===== src/pkg/bmc_cfg.svh =====
`ifndef BMC_CFG_SVH
`define BMC_CFG_SVH
`define BMC_REG_OFFSET   32'h0000_0000
`define BMC_SWRST_BIT    0
`define BMC_ALIGN_LO     14
`define BMC_ALIGN_HI     15
`define BMC_BIG_END_BIT  20
`define BMC_WAIT_BIT     21
`define BMC_RSVD_MASK    32'hFFCF_3FFE
`define BMC_RESET_VALUE  32'h0000_0000
`define BMC_WAIT_STATES  1
`define AXI_RESP_OKAY    2'h0
`define AXI_RESP_SLVERR  2'h2
`endif


===== src/pkg/bmc_pkg.sv =====
package bmc_pkg;
  typedef enum logic [1:0] {
    ALIGN_RSVD = 2'b00,
    ALIGN_8    = 2'b01,
    ALIGN_16   = 2'b10,
    ALIGN_32   = 2'b11
  } align_code_t;
  typedef struct packed {
    logic        wait_insert;
    logic        descriptor_byte_order_select;
    align_code_t burst_alignment_boundary;
    logic        sw_reset_bit;
  } bm_cfg_t;
endpackage


===== src/rtl/bus_master_config_register.sv =====
// The implementer's own choices: register access over AXI4-Lite and the register addresses.
`timescale 1ns/1ps
`include "bmc_cfg.svh"
// Functional notes
// Writing one to reset bit starts soft reset.
// Software stops transmit and receive before writing.
// Reserved bits read zero, writes ignored.
// Wait bit set: one wait per data phase.
// Wait bit clear: no wait states.
// Byte order bit selects descriptor endianness.
// Alignment field sets burst address boundary.
// Misaligned start: first burst ends on boundary.
// Later bursts start on chosen boundary.
// Software programs nonzero alignment after reset.
// Codes 01/10/11 mean 8/16/32 long words.
// Soft reset clears fields, keeps bit zero.
module bus_master_config_register #(
  parameter int ADDR_W = 30,
  parameter int LEN_W  = 16
) (
  input  wire logic                 sys_clk,
  input  wire logic                 rst_n,
  input  wire logic [31:0]          s_axi_awaddr,
  input  wire logic                 s_axi_awvalid,
  output logic                      s_axi_awready,
  input  wire logic [31:0]          s_axi_wdata,
  input  wire logic [3:0]           s_axi_wstrb,
  input  wire logic                 s_axi_wvalid,
  output logic                      s_axi_wready,
  output logic [1:0]                s_axi_bresp,
  output logic                      s_axi_bvalid,
  input  wire logic                 s_axi_bready,
  input  wire logic [31:0]          s_axi_araddr,
  input  wire logic                 s_axi_arvalid,
  output logic                      s_axi_arready,
  output logic [31:0]               s_axi_rdata,
  output logic [1:0]                s_axi_rresp,
  output logic                      s_axi_rvalid,
  input  wire logic                 s_axi_rready,
  output bmc_pkg::bm_cfg_t          cfg,
  output logic                      soft_reset_pulse,
  input  wire logic                 data_phase_active,
  output logic                      data_phase_done,
  input  wire logic                 desc_valid,
  input  wire logic [31:0]          desc_word_in,
  output logic [31:0]               desc_word_out,
  output logic                      desc_out_valid,
  input  wire logic                 burst_req,
  input  wire logic [ADDR_W-1:0]    burst_addr,
  input  wire logic [LEN_W-1:0]     burst_words,
  output logic [LEN_W-1:0]          burst_len,
  output logic                      burst_len_valid
);

  // ****************************************
  // Parameter checks
  // ****************************************
  if (LEN_W < 6 || ADDR_W < 5) begin : g_bad_param
    $error("LEN_W must be at least 6 and ADDR_W at least 5");
  end

  // ****************************************
  // Register bus slave
  // ****************************************
  bmc_pkg::bm_cfg_t  cfg_r;
  logic              aw_got_r;
  logic              w_got_r;
  logic [31:0]       awaddr_r;
  logic [31:0]       wdata_r;
  logic [3:0]        wstrb_r;
  logic              bvalid_r;
  logic [1:0]        bresp_r;
  logic              rvalid_r;
  logic [31:0]       rdata_r;
  logic [1:0]        rresp_r;
  logic              swrst_r;
  logic              aw_now;
  logic              w_now;
  logic              wr_fire;
  logic [31:0]       wr_addr;
  logic [31:0]       wr_data;
  logic [3:0]        wr_strb;
  logic              wr_hit;
  logic [31:0]       reg_view;

  assign s_axi_awready = !aw_got_r && !bvalid_r;
  assign s_axi_wready  = !w_got_r && !bvalid_r;
  assign s_axi_arready = !rvalid_r;
  assign aw_now        = s_axi_awvalid && s_axi_awready;
  assign w_now         = s_axi_wvalid && s_axi_wready;
  assign wr_fire       = (aw_got_r || aw_now) && (w_got_r || w_now) && !bvalid_r;
  assign wr_addr       = aw_got_r ? awaddr_r : s_axi_awaddr;
  assign wr_data       = w_got_r ? wdata_r : s_axi_wdata;
  assign wr_strb       = w_got_r ? wstrb_r : s_axi_wstrb;
  assign wr_hit        = {wr_addr[31:2], 2'b00} == `BMC_REG_OFFSET;

  // Reserved positions are never stored, so they always read back as zero.
  always_comb begin
    reg_view                            = 32'h0000_0000;
    reg_view[`BMC_WAIT_BIT]             = cfg_r.wait_insert;
    reg_view[`BMC_BIG_END_BIT]          = cfg_r.descriptor_byte_order_select;
    reg_view[`BMC_ALIGN_HI:`BMC_ALIGN_LO] = cfg_r.burst_alignment_boundary;
    reg_view[`BMC_SWRST_BIT]            = cfg_r.sw_reset_bit;
  end

  always_ff @(posedge sys_clk or negedge rst_n) begin
    if (!rst_n) begin
      aw_got_r <= 1'b0;
      awaddr_r <= 32'h0000_0000;
    end else if (wr_fire) begin
      aw_got_r <= 1'b0;
    end else if (aw_now) begin
      aw_got_r <= 1'b1;
      awaddr_r <= s_axi_awaddr;
    end
  end

  always_ff @(posedge sys_clk or negedge rst_n) begin
    if (!rst_n) begin
      w_got_r <= 1'b0;
      wdata_r <= 32'h0000_0000;
      wstrb_r <= 4'h0;
    end else if (wr_fire) begin
      w_got_r <= 1'b0;
    end else if (w_now) begin
      w_got_r <= 1'b1;
      wdata_r <= s_axi_wdata;
      wstrb_r <= s_axi_wstrb;
    end
  end

  always_ff @(posedge sys_clk or negedge rst_n) begin
    if (!rst_n) begin
      bvalid_r <= 1'b0;
      bresp_r  <= `AXI_RESP_OKAY;
    end else if (wr_fire) begin
      bvalid_r <= 1'b1;
      bresp_r  <= wr_hit ? `AXI_RESP_OKAY : `AXI_RESP_SLVERR;
    end else if (s_axi_bready) begin
      bvalid_r <= 1'b0;
    end
  end

  always_ff @(posedge sys_clk or negedge rst_n) begin
    if (!rst_n) begin
      rvalid_r <= 1'b0;
      rdata_r  <= 32'h0000_0000;
      rresp_r  <= `AXI_RESP_OKAY;
    end else if (s_axi_arvalid && s_axi_arready) begin
      rvalid_r <= 1'b1;
      if ({s_axi_araddr[31:2], 2'b00} == `BMC_REG_OFFSET) begin
        rdata_r <= reg_view;
        rresp_r <= `AXI_RESP_OKAY;
      end else begin
        rdata_r <= 32'h0000_0000;
        rresp_r <= `AXI_RESP_SLVERR;
      end
    end else if (s_axi_rready) begin
      rvalid_r <= 1'b0;
    end
  end

  assign s_axi_bvalid = bvalid_r;
  assign s_axi_bresp  = bresp_r;
  assign s_axi_rvalid = rvalid_r;
  assign s_axi_rdata  = rdata_r;
  assign s_axi_rresp  = rresp_r;

  // ****************************************
  // Configuration register and soft reset
  // ****************************************
  // The soft reset lands one cycle after the write, so the fields written
  // in the same word are cleared again; only the reset bit itself survives.
  always_ff @(posedge sys_clk or negedge rst_n) begin
    if (!rst_n) begin
      cfg_r <= bmc_pkg::bm_cfg_t'(5'h00);
    end else begin
      if (swrst_r) begin
        cfg_r.wait_insert                  <= 1'b0;
        cfg_r.descriptor_byte_order_select <= 1'b0;
        cfg_r.burst_alignment_boundary     <= bmc_pkg::ALIGN_RSVD;
      end else if (wr_fire && wr_hit) begin
        if (wr_strb[2]) begin
          cfg_r.wait_insert                  <= wr_data[`BMC_WAIT_BIT];
          cfg_r.descriptor_byte_order_select <= wr_data[`BMC_BIG_END_BIT];
        end
        if (wr_strb[1]) begin
          cfg_r.burst_alignment_boundary <=
            bmc_pkg::align_code_t'(wr_data[`BMC_ALIGN_HI:`BMC_ALIGN_LO]);
        end
      end
      if (wr_fire && wr_hit && wr_strb[0]) begin
        cfg_r.sw_reset_bit <= wr_data[`BMC_SWRST_BIT];
      end
    end
  end

  always_ff @(posedge sys_clk or negedge rst_n) begin
    if (!rst_n) begin
      swrst_r <= 1'b0;
    end else begin
      swrst_r <= wr_fire && wr_hit && wr_strb[0] && wr_data[`BMC_SWRST_BIT];
    end
  end

  assign cfg              = cfg_r;
  assign soft_reset_pulse = swrst_r;

  // ****************************************
  // Data phase wait insertion
  // ****************************************
  logic wait_done_r;

  always_ff @(posedge sys_clk or negedge rst_n) begin
    if (!rst_n) begin
      wait_done_r <= 1'b0;
    end else if (swrst_r || !data_phase_active || data_phase_done) begin
      wait_done_r <= 1'b0;
    end else begin
      wait_done_r <= 1'b1;
    end
  end

  assign data_phase_done = data_phase_active && (!cfg_r.wait_insert || wait_done_r);

  // ****************************************
  // Descriptor byte order
  // ****************************************
  logic [31:0] desc_out_r;
  logic        desc_vld_r;

  always_ff @(posedge sys_clk or negedge rst_n) begin
    if (!rst_n) begin
      desc_out_r <= 32'h0000_0000;
      desc_vld_r <= 1'b0;
    end else begin
      desc_vld_r <= desc_valid && !swrst_r;
      if (desc_valid) begin
        desc_out_r <= cfg_r.descriptor_byte_order_select ?
          {desc_word_in[7:0], desc_word_in[15:8], desc_word_in[23:16], desc_word_in[31:24]} :
          desc_word_in;
      end
    end
  end

  assign desc_word_out  = desc_out_r;
  assign desc_out_valid = desc_vld_r;

  // ****************************************
  // Burst alignment planner
  // ****************************************
  logic [5:0]        boundary;
  logic [LEN_W-1:0]  to_edge;
  logic [LEN_W-1:0]  len_r;
  logic              len_vld_r;
  logic [ADDR_W-1:0] addr_seen_r;
  logic [LEN_W-1:0]  rem_seen_r;

  always_comb begin
    unique case (cfg_r.burst_alignment_boundary)
      bmc_pkg::ALIGN_8:    boundary = 6'h08;
      bmc_pkg::ALIGN_16:   boundary = 6'h10;
      bmc_pkg::ALIGN_32:   boundary = 6'h20;
      bmc_pkg::ALIGN_RSVD: boundary = 6'h00;
    endcase
  end

  // A reserved code imposes no boundary; software must avoid it.
  assign to_edge = LEN_W'(boundary - (6'(burst_addr[4:0]) & (boundary - 6'h01)));

  always_ff @(posedge sys_clk or negedge rst_n) begin
    if (!rst_n) begin
      len_r       <= '0;
      len_vld_r   <= 1'b0;
      addr_seen_r <= '0;
      rem_seen_r  <= '0;
    end else begin
      len_vld_r <= burst_req && !swrst_r;
      if (burst_req) begin
        addr_seen_r <= burst_addr;
        rem_seen_r  <= burst_words;
        if (boundary != 6'h00 && to_edge < burst_words) begin
          len_r <= to_edge;
        end else begin
          len_r <= burst_words;
        end
      end
    end
  end

  assign burst_len       = len_r;
  assign burst_len_valid = len_vld_r;
endmodule // bus_master_config_register


===== config.mk =====
export PLATFORM = sky130hd
export DESIGN_NAME = bus_master_config_register
export DESIGN_NICKNAME = d
export VERILOG_FILES = /design/src/pkg/bmc_pkg.sv /design/src/rtl/bus_master_config_register.sv
export VERILOG_INCLUDE_DIRS = /design/src /design/src/pkg
export SDC_FILE = /design/constraint.sdc
export NUM_CORES = 1
export LEC_CHECK = 0
export BUFFER_PORTS_ARGS = -buffer_cell sky130_fd_sc_hd__buf_4
export CAP_MARGIN = 40
export CORE_AREA = 2 2 110 112
export CTS_BUF_LIST = sky130_fd_sc_hd__clkbuf_4
export CTS_CLUSTER_DIAMETER = 80
export DETAILED_ROUTE_END_ITERATION = 10
export DIE_AREA = 0 0 112 114
export PLACE_DENSITY = 0.88
export SETUP_SLACK_MARGIN = 0.1
export SLEW_MARGIN = 15
export SYNTH_ARGS = -nofsm -noshare
export SYNTH_HDL_FRONTEND = slang
export SYNTH_SLANG_ARGS = --single-unit

===== constraint.sdc =====
create_clock -name sys_clk -period 3.9 [get_ports sys_clk]
set_input_delay 0.39 -clock sys_clk [delete_from_list [all_inputs] [get_ports sys_clk]]
set_output_delay 0.39 -clock sys_clk [all_outputs]
set_load 0.02 [all_outputs]

==> impl_metrics.json, run 1 <==
{
  "gr-total-overflow": 0,
  "syn_area_per_cell_um2": 10.8,
  "outcome": "completed",
  "clk-insertion-delay-late_ps": 470,
  "die_h_um": 114,
  "drv_slew": 0,
  "rsz0062_at_grt": "false",
  "antenna_found_initial": 0,
  "p_leak_uw": 0.00339,
  "final.setup.tns_ps": 0,
  "drt-total-wl_um": 13400,
  "cp-end-kind": "flop",
  "wire_per_inst_um": 15.9,
  "final.fill_count": 955,
  "drv_cap": 0,
  "startpoint_type": "flop",
  "drt_iter0_markers": 217,
  "ff_latch_area_um2": 2650,
  "root_buffer": "clkbuf_4",
  "tightest_slew_ps": 718,
  "synth-edff-count": 0,
  "stdcell_area_um2": 7070,
  "cts_sinks": 106,
  "vdd_drop_max_mv": 0.347,
  "yosys_warnings": 0,
  "finClkSkew_ps": 14.0,
  "power_uw": 2930,
  "cp_data_required_time_ps": 4270,
  "die_w_um": 112,
  "worst-r2r-setup-slack_ps": 390,
  "cellPowerDensity_nw_per_um2": 414,
  "crit_arrival_ps": 3880,
  "synth.area.top_cells": "dfrtp_1 (49%), mux2_2 (8.0%), mux2i_1 (7.5%)",
  "grt_pass1_vias": 4598,
  "drc": 0,
  "ys_types": 45,
  "coreArea_um2": 11700,
  "antenna_left": 0,
  "fin_nets": 902,
  "synth_most_common_cell": "dfrtp_1",
  "ys_ff_latch": 106,
  "holdCritPathClass": "input pin to flop",
  "synthCells": 497,
  "finalSetupViolCount": 0,
  "r2r_end": "burst_len[3]$_DFFE_PN0P_",
  "place_congestion": 0.889,
  "synth-main-ff-cell": "dfrtp_1",
  "area_growth_pct": 31.6,
  "hpwl_um": 10500,
  "syn_area_um2": 5370,
  "track_usage": 0.211,
  "synth_top_area_cell": "dfrtp_1",
  "synth_top_area_share": 0.494,
  "crit_type": "flop to flop",
  "pre_cts_slack_ps": 276,
  "hold_start": "s_axi_bready",
  "grt_first_pass_wirelength_um": 21800,
  "postCtsSetupRepairBufs": 0,
  "ys_seq_area_frac": 0.494,
  "rows": 40,
  "whs_endpoint": "s_axi_bvalid$_DFFE_PN0P_",
  "finalHoldViolCount": 0,
  "num_io_pins": 286,
  "reg2reg_depth": 13,
  "htreeDepth": 3,
  "port-buffer-count": 199,
  "dpl_cell_area_um2": 6930,
  "diodes": 0,
  "period_share": 0.899,
  "multi_input_area_um2": 2440,
  "path_clk_slew_ps": 160,
  "grt_max_degree": 66,
  "vias": 4466,
  "start_util": 0.459,
  "hold_depth": 2,
  "whs_ps": 79.4,
  "r2r_start": "cfg[2]$_DFFE_PN0P_",
  "drtPass1Iterations": 4,
  "cts_tree": "done",
  "fin_ws_ps": 393,
  "synth_common_cells": "dfrtp_1 (106), nor2_1 (46), a21oi_1 (44)",
  "cts_buffer_depth": 2,
  "async_flop_share": 1.00,
  "viasPerCell": 5.29,
  "drive_above_1_share": 0.380,
  "max_freq_mhz": 285,
  "crit_path_max_fanout": 16,
  "slew_headroom": 0.519,
  "dieArea_um2": 12800,
  "numCtsBuffers": 9,
  "period_minus_slack_ps": 3510
}
-- layer usage --
layer | global-route usage | part of all wire | vias to the layer above
li1 | - | - | 2110
met1 | 0.249 | 0.40 | 2149
met2 | 0.375 | 0.51 | 174
met3 | 0.0462 | 0.063 | 33
met4 | 0.0854 | 0.025 | 0
met5 | 0 | 0 | -
-- sequential cells by signal, summed over array words and instances, names as in the netlist --
name and cells:
soft_reset_pulse 1, desc_out_valid 1, desc_word_out 32, wait_done_r 1
burst_len_valid 1, s_axi_rvalid 1, wstrb_r 3, awaddr_r 30
s_axi_bvalid 1, s_axi_bresp 1, burst_len 16, aw_got_r 1
w_got_r 1, s_axi_rdata 5, s_axi_rresp 1, cfg 5
wdata_r 5
-- logic make-up after synthesis --
group                      share of synthesized area
and+or+nand+nor                                0.115
DFF                                            0.494
AOI/OAI and AO/OA                              0.111
muxes                                          0.154
buffers and inverters                         0.0743
adders and majority gates                     0.0489
xor gates and xnor gates                     0.00326
other                                       0.000698
-- critical path: stages, from the launching register on --
cell	delay (ps)
dfrtp_1	480
inv_1	90
ha_1	260
nor4_2	470
a21oi_1	140
ha_1	330
inv_1	50
ha_1	280
nand2_1	60
or3_1	340
o221ai_1	270
a21bo_2	400
nand2_1	100
o221a_2	140
-- placed cells by master (no fill, tap or decap), types with 4 or more instances in the layout --
| master | n |
|---|---|
| o21ai_0 | 11 |
| ha_1 | 21 |
| nand2_1 | 13 |
| nor4_1 | 18 |
| nand4_1 | 6 |
| dfrtp_1 | 105 |
| mux2_2 | 38 |
| nor3_1 | 8 |
| conb_1 | 29 |
| a22o_1 | 15 |
| a21o_1 | 6 |
| nor2_1 | 46 |
| inv_1 | 28 |
| mux2i_1 | 40 |
| buf_4 | 202 |
| or3_1 | 5 |
| clkbuf_4 | 10 |
| a21oi_1 | 44 |
| and3_1 | 4 |
-- cell type report --
class / count / share of cell area
Clock inverter: 5 / 0.00566
Multi-Input combinational cell: 343 / 0.345
Inverter: 28 / 0.0149
Clock buffer: 10 / 0.0106
Timing Repair Buffer: 205 / 0.223
Sequential cell: 106 / 0.375
Tap cell: 147 / 0.0260
-- power by group --
group	switching [uW]	internal, uW
sequential	189	1360
clock	369	140
combinational	401	466
-- metrics by stage --
| step | std cells | util |
|---|---|---|
| after CTS | 844 | 0.603 |
| after detailed placement | 828 | 0.592 |
| after floorplan | 525 | - |
| after global routing | 844 | 0.604 |
| final | 844 | 0.604 |
| after global placement | 826 | 0.588 |
-- what timing repair did --
item / CTS / global route
hold buffers: 1 / 0
setup endpoints to repair: 0 / 16
gates resized for setup: 0 / 2
hold endpoints to repair: 22 / 0
-- worst max-delay path by stage --
stage | from | endpoint | slack (ps) | depth (start not counted)
2_1_floorplan | cfg[2]$_DFFE_PN0P_ | burst_len[13]$_DFFE_PN0P_ | 660 | 13
5_1_grt | cfg[1]$_DFFE_PN0P_ | burst_len[3]$_DFFE_PN0P_ | 80 | 13
3_5_place_dp | cfg[2]$_DFFE_PN0P_ | burst_len[3]$_DFFE_PN0P_ | 280 | 11
4_1_cts | cfg[2]$_DFFE_PN0P_ | burst_len[3]$_DFFE_PN0P_ | 240 | 11
6_report | cfg[2]$_DFFE_PN0P_ | burst_len[3]$_DFFE_PN0P_ | 390 | 13
3_3_place_gp | cfg[2]$_DFFE_PN0P_ | burst_len[3]$_DFFE_PN0P_ | 440 | 11
Power figures use the tool's default switching activity.
==> run 2: changes to the inputs <==
--- a/config.mk
+++ b/config.mk
@@ -8,12 +8,14 @@
 export LEC_CHECK = 0
 export BUFFER_PORTS_ARGS = -buffer_cell sky130_fd_sc_hd__buf_4
 export CAP_MARGIN = 40
-export CORE_AREA = 2 2 110 112
+export CELL_PAD_IN_SITES_DETAIL_PLACEMENT = 1
+export CELL_PAD_IN_SITES_GLOBAL_PLACEMENT = 1
+export CORE_AREA = 2 2 92 183
 export CTS_BUF_LIST = sky130_fd_sc_hd__clkbuf_4
 export CTS_CLUSTER_DIAMETER = 80
 export DETAILED_ROUTE_END_ITERATION = 10
-export DIE_AREA = 0 0 112 114
-export PLACE_DENSITY = 0.88
+export DIE_AREA = 0 0 94 185
+export PLACE_DENSITY = 0.87
 export SETUP_SLACK_MARGIN = 0.1
 export SLEW_MARGIN = 15
 export SYNTH_ARGS = -nofsm -noshare
==> impl_metrics.json, run 2 (synthesis results as in run 1) <==
{
  "rsz0062_at_grt": "false",
  "final.setup.tns_ps": 0,
  "drtPass1Iterations": 4,
  "coreArea_um2": 16100,
  "crit_chain": "inv_1, ha_1, nor4_2, a21oi_1, ha_1, inv_1, ha_1, nand2_1, or3_1, o221ai_1, a311oi_1, and2_1, a21o_1",
  "outcome": "completed",
  "rows": 66,
  "final_cells": 904,
  "vdd_drop_max_mv": 0.383,
  "drive_above_1_share": 0.379,
  "root_buffer": "clkbuf_4",
  "die_h_um": 185,
  "grt_max_degree": 66,
  "max_freq_mhz": 295,
  "worst-r2r-setup-slack_ps": 510,
  "reg2reg_depth": 13,
  "finalHoldViolCount": 0,
  "port-buffer-count": 199,
  "tightest_slew_ps": 760,
  "grt_pass1_vias": 4777,
  "cts_tree": "done",
  "cellPowerDensity_nw_per_um2": 411,
  "track_usage": 0.174,
  "multi_input_area_um2": 2430,
  "die_w_um": 94,
  "drv_slew": 0,
  "clk-insertion-delay-late_ps": 470,
  "num_io_pins": 286,
  "r2r_end": "burst_len[1]$_DFFE_PN0P_",
  "dp.cells": 886,
  "largest_register_ffs": 32,
  "layout_commonest_cell": "buf_4",
  "viasPerCell": 4.94,
  "period_share": 0.870,
  "slowest_delay_ps": 430,
  "p_leak_uw": 0.00339,
  "hpwl_um": 12300,
  "slew_headroom": 0.491,
  "drv_cap": 0,
  "crit_top_cell": "ha_1",
  "vias": 4462,
  "crit_type": "flop to flop",
  "dpl_cell_area_um2": 7010,
  "drt_iter0_markers": 78,
  "power_uw": 2940,
  "finalSetupViolCount": 0,
  "stdcell_area_um2": 7150,
  "cp-end-kind": "flop",
  "path_clk_slew_ps": 160,
  "drc": 0,
  "ff_latch_area_um2": 2650,
  "crit_arrival_ps": 3760,
  "startpoint_type": "flop",
  "gr-total-overflow": 0,
  "worstSetupEndpoint": "burst_len[1]$_DFFE_PN0P_",
  "holdCritPathClass": "input pin to flop",
  "grt_first_pass_wirelength_um": 23700,
  "htreeDepth": 3,
  "final.fill_count": 1838,
  "area_growth_pct": 33.1,
  "crit_path_max_fanout": 6,
  "antenna_left": 0,
  "cts_buffer_depth": 2,
  "start_util": 0.334,
  "layout_common_cells": "buf_4 (203), dfrtp_1 (105), nor2_1 (46), a21oi_1 (44), mux2i_1 (40)",
  "finClkSkew_ps": 24.4,
  "place_congestion": 0.747,
  "r2r_start": "cfg[2]$_DFFE_PN0P_",
  "drt-total-wl_um": 15300,
  "dieArea_um2": 17400,
  "postCtsSetupRepairBufs": 0,
  "cts_sinks": 106,
  "wire_per_inst_um": 16.9,
  "period_minus_slack_ps": 3390,
  "cp_data_required_time_ps": 4270,
  "fin_nets": 903,
  "antenna_found_initial": 1,
  "numCtsBuffers": 9,
  "hold_depth": 2,
  "worstSetupStartpoint": "cfg[2]$_DFFE_PN0P_",
  "cp_slowest_cell": "dfrtp_1"
}
-- run 2: cell types whose count changed in the layout (fill, tap and decap cells not counted) --
cell | before | now
clkbuf_4 | 10 | 9
a221oi_2 | 1 | 0
diode_2 | 0 | 1
buf_4 | 202 | 203
clkinv_2 | 1 | 0
clkinv_1 | 0 | 1
a221oi_1 | 0 | 1
clkinvlp_4 | 0 | 2
-- run 2: metal layers --
layer / track usage / up-vias / share of wire
met5: 0 / - / 0
met4: 0.0510 / 0 / 0.019
met3: 0.0598 / 22 / 0.086
met2: 0.305 / 173 / 0.51
met1: 0.197 / 2146 / 0.38
li1: - / 2121 / -
-- run 2: how the worst min path moves through the flow --
stage / startpoint / end
2_1_floorplan: rst_n / aw_got_r$_DFFE_PN0P_
4_1_cts: s_axi_bready / s_axi_bvalid$_DFFE_PN0P_
3_5_place_dp: rst_n / burst_len[15]$_DFFE_PN0P_
3_3_place_gp: wait_done_r$_DFF_PN0_ / wait_done_r$_DFF_PN0_
5_1_grt: s_axi_bready / s_axi_bvalid$_DFFE_PN0P_
6_report: s_axi_bready / s_axi_bvalid$_DFFE_PN0P_
-- run 2: critical path: cells and delay by family (launching register included) --
family	cells	cell delay, ps
AND/OR/NAND/NOR	4	1080
adder cells (fa/ha/maj)	3	890
AO/OA/AOI/OAI	4	790
flip-flops	1	430
buffers and inverters	2	130
-- run 2: stage by stage --
step / utilization / hold slack, ps / setup WS (ps)
after detailed placement: 0.436 / 365 / 368
after global placement: 0.433 / 419 / 449
after floorplan: - / 94.4 / 659
after CTS: 0.444 / 66.1 / 357
final: 0.444 / 110 / 508
after global routing: 0.444 / 54.4 / 286
-- run 2: what timing repair did --
item,4_1_cts,5_1_grt
setup endpoints to repair,0,5
hold buffers,1,0
endpoints found under the hold margin,30,0
gates resized for setup,0,1
-- run 2: where the power goes --
part	switching, uW	leakage (uW)	internal, uW
logic	408	0.00207	466
registers	188	0.00126	1360
clock network	386	0.0000602	135
-- run 2: final cells by class --
type | instances | share of cell area
Clock buffer | 9 | 0.00945
Clock inverter | 7 | 0.00752
Multi-Input combinational cell | 343 | 0.340
Inverter | 28 | 0.0147
Antenna cell | 1 | 0.000350
Sequential cell | 106 | 0.371
Timing Repair Buffer | 206 | 0.221
Tap cell | 204 | 0.0357
==> run 3: changes to the inputs <==
--- a/config.mk
+++ b/config.mk
@@ -8,7 +8,7 @@
 export LEC_CHECK = 0
 export BUFFER_PORTS_ARGS = -buffer_cell sky130_fd_sc_hd__buf_4
 export CAP_MARGIN = 40
-export CELL_PAD_IN_SITES_DETAIL_PLACEMENT = 1
+export CELL_PAD_IN_SITES_DETAIL_PLACEMENT = 0
 export CELL_PAD_IN_SITES_GLOBAL_PLACEMENT = 1
 export CORE_AREA = 2 2 92 183
 export CTS_BUF_LIST = sky130_fd_sc_hd__clkbuf_4
@@ -16,7 +16,7 @@
 export DETAILED_ROUTE_END_ITERATION = 10
 export DIE_AREA = 0 0 94 185
 export PLACE_DENSITY = 0.87
-export SETUP_SLACK_MARGIN = 0.1
+export SETUP_SLACK_MARGIN = 0.3
 export SLEW_MARGIN = 15
 export SYNTH_ARGS = -nofsm -noshare
 export SYNTH_HDL_FRONTEND = slang
==> impl_metrics.json, run 3 (synthesis results as in run 1) <==
{
  "finalSetupViolCount": 0,
  "p_leak_uw": 0.00342,
  "root_buffer": "clkbuf_4",
  "htreeDepth": 3,
  "layout_commonest_cell": "buf_4",
  "switching_share": 0.322,
  "cp-end-kind": "flop",
  "fin_nets": 903,
  "cellPowerDensity_nw_per_um2": 428,
  "startpoint_type": "flop",
  "pwr-share-clk": 0.224,
  "grt_first_pass_wirelength_um": 20900,
  "start_util": 0.334,
  "rsz0062_at_grt": "false",
  "dpl_cell_area_um2": 7010,
  "grt_pass1_vias": 4293,
  "drc": 0,
  "die_h_um": 185,
  "drt-total-wl_um": 13600,
  "drtPass1Iterations": 5,
  "drt_iter0_markers": 142,
  "place_congestion": 0.747,
  "hpwl_um": 10500,
  "intPower_uw": 2100,
  "viasPerCell": 4.83,
  "crit_type": "flop to flop",
  "stdcell_area_um2": 7230,
  "slowest_delay_ps": 430,
  "gr-total-overflow": 0,
  "wire_per_inst_um": 15.1,
  "outcome": "completed",
  "antenna_left": 0,
  "max_freq_mhz": 292,
  "crit_top_cell": "ha_1",
  "cp_data_required_time_ps": 4290,
  "vias": 4363,
  "finalHoldViolCount": 0,
  "vdd_drop_max_mv": 0.380,
  "path_clk_slew_ps": 180,
  "finClkSkew_ps": 19.8,
  "power_uw": 3100,
  "dp.cells": 886,
  "grt_max_degree": 66,
  "antenna_found_initial": 1,
  "fin_ws_ps": 473,
  "final_cells": 904,
  "num_io_pins": 286,
  "pre_cts_slack_ps": 348,
  "coreArea_um2": 16100,
  "postCtsSetupRepairBufs": 0,
  "area_growth_pct": 34.5,
  "cts_buffer_depth": 2,
  "drv_cap": 0,
  "crit_arrival_ps": 3820,
  "cts_sinks": 106,
  "pwr-share-comb": 0.277,
  "period_share": 0.879,
  "crit_path_max_fanout": 6,
  "p_switching_uw": 998,
  "numCtsBuffers": 9,
  "die_w_um": 94,
  "drive_above_1_share": 0.381,
  "final.setup.tns_ps": 0,
  "dieArea_um2": 17400,
  "cts_tree": "done",
  "slew_headroom": 0.526,
  "crit_family": "simple AND/OR/NAND/NOR gates",
  "cp.buffers_inverters": 2,
  "port-buffer-count": 199,
  "rows": 66,
  "track_usage": 0.153,
  "seq_power_share": 0.499,
  "largest_register_ffs": 32,
  "final.fill_count": 1516,
  "cp_slowest_cell": "dfrtp_1",
  "holdCritPathClass": "input pin to flop",
  "clk-insertion-delay-late_ps": 490,
  "crit_chain": "inv_1, ha_1, nor4_4, a21oi_1, ha_1, inv_1, ha_1, nand2_1, or3_1, o221ai_1, a311oi_1, and2_1, a21o_1",
  "tightest_slew_ps": 708,
  "drv_slew": 0,
  "worst-r2r-setup-slack_ps": 470,
  "layout_common_cells": "buf_4 (203), dfrtp_1 (105), nor2_1 (46), a21oi_1 (44), mux2i_1 (40)",
  "period_minus_slack_ps": 3430
}
==> run 3: cell count changes in the layout (fill, tap and decap cells not counted), sizes merged <==
cell / delta
bufinv: +2
clkinv: -2
clkinvlp: -1
inv: +1
==> run 3: layout make-up <==
| cell class | instances | area [um^2] | share of cell area |
|---|---|---|---|
| Clock inverter | 7 | 113 | 0.0156 |
| Multi-Input combinational cell | 343 | 2450 | 0.339 |
| Antenna cell | 1 | 2.50 | 0.000346 |
| Clock buffer | 9 | 67.6 | 0.00935 |
| Sequential cell | 106 | 2650 | 0.367 |
| Tap cell | 204 | 255 | 0.0353 |
| Inverter | 28 | 105 | 0.0145 |
| Timing Repair Buffer | 206 | 1580 | 0.219 |
==> run 3: worst paths after layout <==
check / from / endpoint / cells past startpoint
setup / recovery: cfg[2]$_DFFE_PN0P_ / burst_len[1]$_DFFE_PN0P_ / 13
hold / removal: s_axi_rready / s_axi_rvalid$_DFFE_PN0P_ / 2
setup reg to reg: cfg[2]$_DFFE_PN0P_ / burst_len[1]$_DFFE_PN0P_ / 13
hold reg to reg: wait_done_r$_DFF_PN0_ / wait_done_r$_DFF_PN0_ / 1
max in group asynchronous: rst_n / desc_word_out[23]$_DFFE_PN0P_ / 4
min in group asynchronous: rst_n / burst_len[11]$_DFFE_PN0P_ / 2
==> run 3: metal layers <==
metal | track usage | wire [um]
met5 | 0 | 0
met4 | 0.0580 | 229
met3 | 0.0448 | 1280
met2 | 0.256 | 6790
met1 | 0.185 | 5320
==> run 3: per-stage QoR <==
stage / util / hold WS, ps
2_1_floorplan: - / 94.4
3_3_place_gp: 0.433 / 419
3_5_place_dp: 0.436 / 372
4_1_cts: 0.447 / 29.0
5_1_grt: 0.449 / 54.0
6_report: 0.449 / 69.0
==> run 3: timing repair <==
| item | in CTS | in global routing |
|---|---|---|
| resized for setup | 0 | 3 |
| endpoints found under the hold margin | 30 | 0 |
| setup endpoints to repair | 0 | 16 |
| hold buffers | 1 | 0 |
==> run 3: power by group through the flow <==
stage          registers, uW  logic (uW)  clock network [uW]
5_1_grt                 1580         944                 751
3_5_place_dp            1570         864                   0
3_3_place_gp            1550         833                   0
6_report                1550         857                 693
2_1_floorplan           1570         514                   0
4_1_cts                 1550         867                 725
